===== src/inc/spd_pkg.sv =====
// spd_pkg: constants and carriers for the pin controlled power-down block
// assumes a single 10 MHz clock; all pins are sampled synchronously
// How it works
// - power-down only when option enabled, else plain pin
// - sleep pin high enters, low leaves power-down
// - outputs and internal state latched and held
// - outputs tri-stated at entry stay tri-stated
// - all inputs except sleep pin are blocked
// - pin keepers hold last pin levels while asleep
// - sleep pin array input unusable when option enabled
// - outputs valid again within 2 us after fall; the code takes RECOVER_CYC+1 = 21 cycles, 2.1 us
package spd_pkg;
    localparam int unsigned CLK_PERIOD_NS = 100;
    localparam int unsigned SETUP_NS      = 10;
    localparam int unsigned DONTCARE_NS   = 5;
    localparam int unsigned RECOVER_US    = 2;
    // longest time rounds down, never below one cycle
    localparam int unsigned RECOVER_CYC_RAW =
        (RECOVER_US * 1000) / CLK_PERIOD_NS;
    localparam int unsigned RECOVER_CYC =
        (RECOVER_CYC_RAW < 1) ? 1 : RECOVER_CYC_RAW;
    localparam int unsigned IO_W  = 8;
    localparam int unsigned CNT_W = 8;

    typedef enum logic [1:0] {
        SPD_RUN   = 2'b00,
        SPD_SLEEP = 2'b01,
        SPD_WAKE  = 2'b10
    } spd_state_e;

    typedef struct packed {
        logic [IO_W-1:0] data;
        logic [IO_W-1:0] oe_n;
    } spd_pins_s;
endpackage : spd_pkg


===== src/hdl/spd_hold_reg.sv =====
// spd_hold_reg: holding register for pin data and enables
// assumes load is low whenever the contents must be frozen
`timescale 1ns/10ps
module spd_hold_reg
    import spd_pkg::*;
#(
    parameter int unsigned W = 2*IO_W
) (
    // clock and reset
    input  wire logic         clk,
    input  wire logic         arst_n,
    // control and data
    input  wire logic         load,
    input  wire logic [W-1:0] din,
    output logic      [W-1:0] dout
);
    logic [W-1:0] mem_q;
    logic [W-1:0] mem_d;

    always_comb begin
        mem_d = load ? din : mem_q;
    end

    always_ff @(posedge clk or negedge arst_n) begin
        if (!arst_n) begin
            mem_q <= '0;
        end else begin
            mem_q <= mem_d;
        end
    end

    assign dout = mem_q;
endmodule : spd_hold_reg


===== src/hdl/spd_power_down.sv =====
// spd_power_down: freezes user logic and pins while the sleep pin is high
// assumes user logic drives core_pins.data/core_pins.oe_n and obeys core_run
`timescale 1ns/10ps
module spd_power_down
    import spd_pkg::*;
#(
    parameter int unsigned RECOVER = RECOVER_CYC
) (
    // clock and reset
    input  wire logic            clk,
    input  wire logic            arst_n,
    // configuration
    input  wire logic            pd_enable,
    // sleep pin as received
    input  wire logic            sleep_pin,
    // pins into the device
    input  wire logic [IO_W-1:0] pin_in,
    // user logic side
    input  wire spd_pins_s       core_pins,
    output spd_pins_s            pad_pins,
    output logic      [IO_W-1:0] core_in,
    output logic                 core_run,
    output logic                 sleep_array_in,
    output logic                 asleep,
    output logic                 outputs_valid
);
    spd_state_e       st_q, st_d;
    logic [CNT_W-1:0] cnt_q, cnt_d;
    logic [IO_W-1:0]  keep_q, keep_d;
    logic [IO_W-1:0]  cin_q, cin_d;
    logic             run_q, run_d;
    logic             arr_q, arr_d;
    logic             slp_q, slp_d;
    logic             val_q, val_d;
    logic             hold_load;
    logic [2*IO_W-1:0] held;

    // pins are driven from held copies so they stay put in sleep
    assign hold_load = (st_d == SPD_RUN) && (st_q == SPD_RUN);

    spd_hold_reg #(.W(2*IO_W)) u_hold (
        .clk    (clk),
        .arst_n (arst_n),
        .load   (hold_load),
        .din    ({core_pins.oe_n, core_pins.data}),
        .dout   (held)
    );

    always_comb begin
        st_d   = st_q;
        cnt_d  = cnt_q;
        keep_d = keep_q;
        cin_d  = cin_q;
        run_d  = run_q;
        arr_d  = pd_enable ? 1'b0 : sleep_pin;
        slp_d  = slp_q;
        val_d  = val_q;
        case (st_q)
            SPD_RUN: begin
                keep_d = pin_in;
                cin_d  = pin_in;
                if (pd_enable && sleep_pin) begin
                    st_d  = SPD_SLEEP;
                    run_d = 1'b0;
                    slp_d = 1'b1;
                    val_d = 1'b0;
                end else begin
                    run_d = 1'b1;
                end
            end
            SPD_SLEEP: begin
                // inputs blocked, keeper stays at last level
                cin_d = keep_q;
                if (!sleep_pin) begin
                    st_d  = SPD_WAKE;
                    cnt_d = CNT_W'(RECOVER - 1);
                    slp_d = 1'b0;
                end
            end
            SPD_WAKE: begin
                // a renewed rise during recovery returns to sleep
                if (sleep_pin && pd_enable) begin
                    st_d  = SPD_SLEEP;
                    slp_d = 1'b1;
                end else if (cnt_q == '0) begin
                    st_d  = SPD_RUN;
                    run_d = 1'b1;
                    val_d = 1'b1;
                    cin_d = pin_in;
                end else begin
                    cnt_d = cnt_q - CNT_W'(1);
                end
            end
            default: begin
                st_d = SPD_RUN;
            end
        endcase
    end

    always_ff @(posedge clk or negedge arst_n) begin
        if (!arst_n) begin
            st_q   <= SPD_RUN;
            cnt_q  <= '0;
            keep_q <= '0;
            cin_q  <= '0;
            run_q  <= 1'b1;
            arr_q  <= 1'b0;
            slp_q  <= 1'b0;
            val_q  <= 1'b1;
        end else begin
            st_q   <= st_d;
            cnt_q  <= cnt_d;
            keep_q <= keep_d;
            cin_q  <= cin_d;
            run_q  <= run_d;
            arr_q  <= arr_d;
            slp_q  <= slp_d;
            val_q  <= val_d;
        end
    end

    // held enables keep tri-stated outputs tri-stated
    assign pad_pins.data  = held[IO_W-1:0];
    assign pad_pins.oe_n  = held[2*IO_W-1:IO_W];
    assign core_in        = cin_q;
    assign core_run       = run_q;
    assign sleep_array_in = arr_q;
    assign asleep         = slp_q;
    assign outputs_valid  = val_q;
endmodule : spd_power_down


===== config.mk =====
export PLATFORM = sky130hd
export DESIGN_NAME = spd_power_down
export DESIGN_NICKNAME = d
export VERILOG_FILES = /design/src/inc/spd_pkg.sv /design/src/hdl/spd_hold_reg.sv /design/src/hdl/spd_power_down.sv
export SDC_FILE = /design/constraint.sdc
export NUM_CORES = 1
export LEC_CHECK = 0
export BUFFER_PORTS_ARGS = -buffer_cell sky130_fd_sc_hd__buf_2
export CAP_MARGIN = 10
export CORE_AREA = 2 2 64 66
export DETAILED_ROUTE_END_ITERATION = 16
export DIE_AREA = 0 0 66 68
export HOLD_SLACK_MARGIN = 0.03
export PLACE_DENSITY = 0.84
export SLEW_MARGIN = 20
export SYNTH_ARGS = -nofsm -noshare
export SYNTH_HDL_FRONTEND = slang
export SYNTH_HIERARCHICAL = 1
export SYNTH_SLANG_ARGS = --single-unit

===== constraint.sdc =====
create_clock -name clk -period 4.7 [get_ports clk]
set_input_delay 1.41 -clock clk [delete_from_list [all_inputs] [get_ports clk]]
set_output_delay 1.41 -clock clk [all_outputs]
set_load 0.01 [all_outputs]

==> Word-level counts from Yosys, hierarchy flattened <==
Cells that the tools add are included.
{ "word_totals": {"register_bits": 46, "inputBits": 28, "word_cells": 55} }
{ "classes": {"add_sub_neg": 1, "n_eq_ne": 8, "muxes": 22, "n_reduce_logical": 15} }
{ "ops": {"columns": ["cell", "n"], "rows": [
  ["$mux W8", 5],
  ["$pmux W8 S3", 1],
  ["$pmux W8 S2", 1],
  ["$reduce_and A3 Y1", 3],
  ["$logic_not A8 Y1", 1],
  ["$mux W2", 4],
  ["$ne A2 B2 Y1 const B", 4],
  ["$reduce_and A4 Y1", 2],
  ["$sub A8 B1 Y8 const B", 1],
  ["$mux W1", 7],
  ["$pmux W1 S2", 3],
  ["$pmux W2 S3", 1],
  ["$reduce_bool A2 Y1", 3],
  ["$logic_not A2 Y1", 2],
  ["$ne A2 B1 Y1 const B", 2],
  ["$reduce_bool A3 Y1", 1],
  ["$eq A2 B1 Y1 const B", 1],
  ["$eq A2 B2 Y1 const B", 1],
  ["$logic_and A1 B1 Y1", 2],
  ["$reduce_or A2 Y1", 1]
]} }

==> Depth between registers and ports, before layout <==
{ "depth": {"word_depth": 6, "ltp_mapped": 7} }

==> Cells and area by module <==
The synthesis kept the hierarchy.
{ "by_module_without_submodules": {"columns": ["mod", "n_inst", "cells_each", "area_per_inst_um2"], "rows": [
  ["spd_power_down", 1, 123, 1427.6],
  ["spd_hold_reg", 1, 34, 649.4]
]} }

==> Worst setup path after synthesis <==
OpenSTA, ideal clock, no wires.
{ "synth_timing": {"kind": "input-to-reg", "start": "input port sleep_pin", "end": "register cnt_q[4]", "setup_ns": 0.124, "arrival_time_ns": 2.617, "required_ns": 4.576, "slack_ns": 1.959, "stages": 5, "n_path_buf": 1, "cell_sequence": "clkbuf_1 a21oi_1 o211ai_2 or4_2 mux2i_1"} }
{ "synth_via": {"elab_chain_len": 3, "word_cells_on_any_way": 4} }
{ "synth_lines": {"columns": ["element", "line", "rtl"], "rows": [
  ["start, declared", "spd_power_down.sv:15", "input wire logic sleep_pin,"],
  ["$logic_and A1 B1 Y1", "spd_power_down.sv:82", "if (sleep_pin && pd_enable) begin"],
  ["$ne A2 B2 Y1 (no source line)", null, null],
  ["$reduce_and A4 Y1 (no source line) (*)", null, null],
  ["end signal, assigned", "spd_power_down.sv:112", "cnt_q <= cnt_d;"],
  ["end, declared", "spd_power_down.sv:28", "logic [CNT_W-1:0] cnt_q, cnt_d;"]
]} }
Mark *: on every way between the ends. The rest lies on a longest branch, timed or not.
A chain may end at the register's enable or synchronous reset.

==> Worst setup path in the final report <==
Ends and elaborated chain as after synthesis.

==> impl_summary.txt <==
----------------------------------------------------
[Die]
  Standard-cell row count ... 23
  Top-Level Pins ... 56
  Effective utilization at floorplan ... ~54%
  Die area ... around 0.0045 sq mm
  Die boundary width ... 66 um
  DIE HEIGHT ... approximately 68 um
  Area of the core ... a little under 0.004 sq mm

[Routing]
  ANT nets after route ... 0
  Wire length per cell after detailed routing ... 14.68 um
  Via count ... ~1400
  Detailed router's first-iteration violation count ... 70
  Total Wirelength ... 3860 um
  Via count normalized by instance count ... 5.228
  Number of detailed-routing iterations run before antenna repair ... 4
  Final routed DRC violation total ... 0

[Placed design]
  Count of buffers from port buffering ... 55
  Detail Placement HPWL ... between 2000 and 3000 um
  Number of cells after detailed placement ... 255
  Final Wtd Congestion ... slightly below 0.8
  Total cell area at the placement stage ... 0.002341 sq mm

[Logic synthesis]
  Cells taking the most area after synthesis ... sky130_fd_sc_hd__dfrtp_1 53%, sky130_fd_sc_hd__mux2_4 8.0%, sky130_fd_sc_hd__mux2_2 7.6%
  Count of flip-flops with a built-in enable after synthesis ... 0
  Post-synthesis cell area ... 0.002077 sq mm
  Most frequent cells after synthesis ... 44 x sky130_fd_sc_hd__dfrtp_1, 14 x sky130_fd_sc_hd__mux2_2, 13 x sky130_fd_sc_hd__a21oi_1
  Sequential cell area fraction in the yosys report ... between 50% and 60%
  Count leader, synth ... sky130_fd_sc_hd__dfrtp_1
  Synth Area per Inst ... around 13 sq um
  Proportion of synthesized flip-flops having asynchronous set or reset ... 100.0%
  Synth Warn # ... 6
  Fraction of synthesized cell area taken by the top area cell type ... 53.01%
  Count of cell types in the netlist ... 37
  Post-synthesis cell type with the largest combined area ... sky130_fd_sc_hd__dfrtp_1
  Register bit count reported by yosys ... 46
  Prevailing post-synth register cell ... sky130_fd_sc_hd__dfrtp_1
  Synth Instances ... 157
  Mapped Nets ... 187

[GRT]
  Number of antenna violations at the first check in global routing ... 0
  GR Overflow Total ... 0
  Global-route wire length before repair ... 6258 um
  Vias in the first global route ... 1340
  Combined global-route utilization of all metal layers ... 19.02%
  Pin count of the biggest net entering global routing ... between 40 and 50

[STA]
  Worst-margin pin slew ... 0.8918 ns
  Final count of negative-setup-slack endpoints ... 0
  Number of pins with negative max-slew slack in the final report ... 0
  Min Tclk post-route ... ~2.7 ns
  Achievable frequency ... between 0.3 and 0.4 GHz
  Sum of negative setup slack ... 0 ns
  Unrepaired setup endpoints after global routing ... false
  Share of the clock period used by the worst path ... 56.96%
  Max-slew headroom ... 40.55%
  Fin. Hold Viols ... 0
  Layout Skew ... approximately 0.0045 ns

[Power and ir drop]
  Static Leakage ... 0.001141 uW
  Pwr/cell area ... 478.6 mW/mm^2
  Peak supply drop ... 0.0002193 V

[Clock tree]
  Cts bufs inserted ... 5
  Maximum clock insertion buffer count ... 2
  Number of gates given a new drive strength after cts ... 0
  Count of clock tree sinks ... 46
  Clock Tree Root ... sky130_fd_sc_hd__clkbuf_8
  CTS clk-pin slew, worst paths ... about 0.080 ns
  Clock tree from TritonCTS ... built
  Setup bufs post-CTS ... 0
  Count of hold buffers inserted by post-cts repair ... 0
  Total number of H-tree levels ... 2
  Clock latency on the worst-skew pair ... ~0.3 ns

[Cells and area]
  Fraction of layout instances using a drive strength above 1 ... approximately half
  Antenna cells ... 0
  Number of nets in the final layout ... 242
  Non-Filler Cell Area, Final ... 0.002436 sq mm
  Area growth from synthesis to layout ... 17.29%
  Count of placed standard cells in the final layout, fillers left out ... around 260

[Setup path]
  CP cell instances ... buf_2, a21oi_1, o211ai_2, or4_2, mux2i_1
  Required time of the critical path ... 4.89 ns
  Max stage delay on crit path ... 0.62 ns
  Crit path max fanout ... 13
  Minimum setup slack among reg-to-reg paths ... 2.15 ns
  Crit path buffers/inverters ... 1
  Arrival time reported for the critical path endpoint ... between 2 and 3 ns
  Worst setup EP type ... flip-flop
  Cell with the largest stage delay on the worst path ... sky130_fd_sc_hd__or4_2
  Worst Setup Path Type ... in2reg
  CP top delay family ... simple AND/OR/NAND/NOR gates
  Critical path launch point type ... primary input

[Min path]
  Path type of the worst min-delay path ... reg2reg

[Job]
  Max-cap violations ... 0

[Run status]
  Status ... complete, no violations

----------------------------------------------------
[routing by layer]
metal	global-route usage, %	up-vias	share of wire [%]
li1	-	662	-
met1	23.57	650	43
met2	31.57	57	47
met3	6.086	6	8.2
met4	6.888	0	1.4
met5	0	-	0
[kinds of logic after synthesis]
family | synth area share, %
AO/OA/AOI/OAI | 9.519
multiplexers | 20.84
flip-flops | 55.54
buffers and inverters | 4.276
AND/OR/NAND/NOR | 8.615
adder cells (fa/ha/maj) | 1.205
[area by class of cell]
type / count / area (sq um)
fill: 316 / 1420
sequential: 46 / 1154
multi-input combinational: 100 / 837.1
timing repair buffer: 55 / 277.8
clock buffer: 5 / 68.82
tap: 50 / 62.56
clock inverter: 3 / 21.27
inverter: 4 / 15.01
[flip-flops by register name, summed over array words and instances (netlist names)]
signal	cells
sleep_array_in	1
keep_q	8
u_hold/dout	16
outputs_valid	1
cnt_q	8
core_run	1
asleep	1
st_q	2
core_in	8
[power breakdown]
| part | switching [uW] | internal (uW) |
|---|---|---|
| sequential | 63.9 | 500 |
| clock | 133 | 104 |
| combinational | 184 | 180 |
[per-stage QoR]
| step | setup WS, ns | power, uW | hold slack [ns] | utilization [%] |
|---|---|---|---|---|
| finish | 2.023 | 1166 | 0.5080 | 63.17 |
| global route | 1.983 | 1249 | 0.5226 | 63.17 |
| CTS | 2.043 | 1178 | 0.5097 | 63.04 |
| global placement | 1.783 | 920.7 | 0.4861 | 60.71 |
| floorplan | 1.959 | 826.8 | 0.4605 | - |
| detailed placement | 1.727 | 938.1 | 0.4913 | 60.71 |
[worst reg2reg max path, stage by stage, from the launching register on]
cell and delay, ns:
sky130_fd_sc_hd__dfrtp_1 0.49, sky130_fd_sc_hd__nor2_1 0.71, sky130_fd_sc_hd__and2_1 0.82, sky130_fd_sc_hd__mux2_2 0.42
[final timing paths]
path	from	to	cells after the start
setup / recovery	sleep_pin	cnt_q[4]	5
hold / removal	cnt_q[4]	cnt_q[4]	1
setup reg to reg	st_q[1]	u_hold/dout[0]	3
hold reg to reg	cnt_q[4]	cnt_q[4]	1
max in group asynchronous	arst_n	cnt_q[3]	1
min in group asynchronous	arst_n	st_q[0]	1
[layout by cell type, fill, tap and decap left out, types with 2 or more instances in the layout]
cell type                   n
sky130_fd_sc_hd__a21oi_2    2
sky130_fd_sc_hd__mux2_2    14
sky130_fd_sc_hd__or3_2      2
sky130_fd_sc_hd__dfstp_2    2
sky130_fd_sc_hd__buf_2     54
sky130_fd_sc_hd__inv_1      4
sky130_fd_sc_hd__mux2i_1   11
sky130_fd_sc_hd__mux2_4    11
sky130_fd_sc_hd__ha_1       2
sky130_fd_sc_hd__nor2b_1    3
sky130_fd_sc_hd__nor2_1    11
sky130_fd_sc_hd__nand2_1    4
sky130_fd_sc_hd__a21oi_1   13
sky130_fd_sc_hd__clkbuf_8   5
sky130_fd_sc_hd__o21ai_0    7
sky130_fd_sc_hd__dfrtp_1   44
Note: power is estimated with default switching activity, not from simulation.
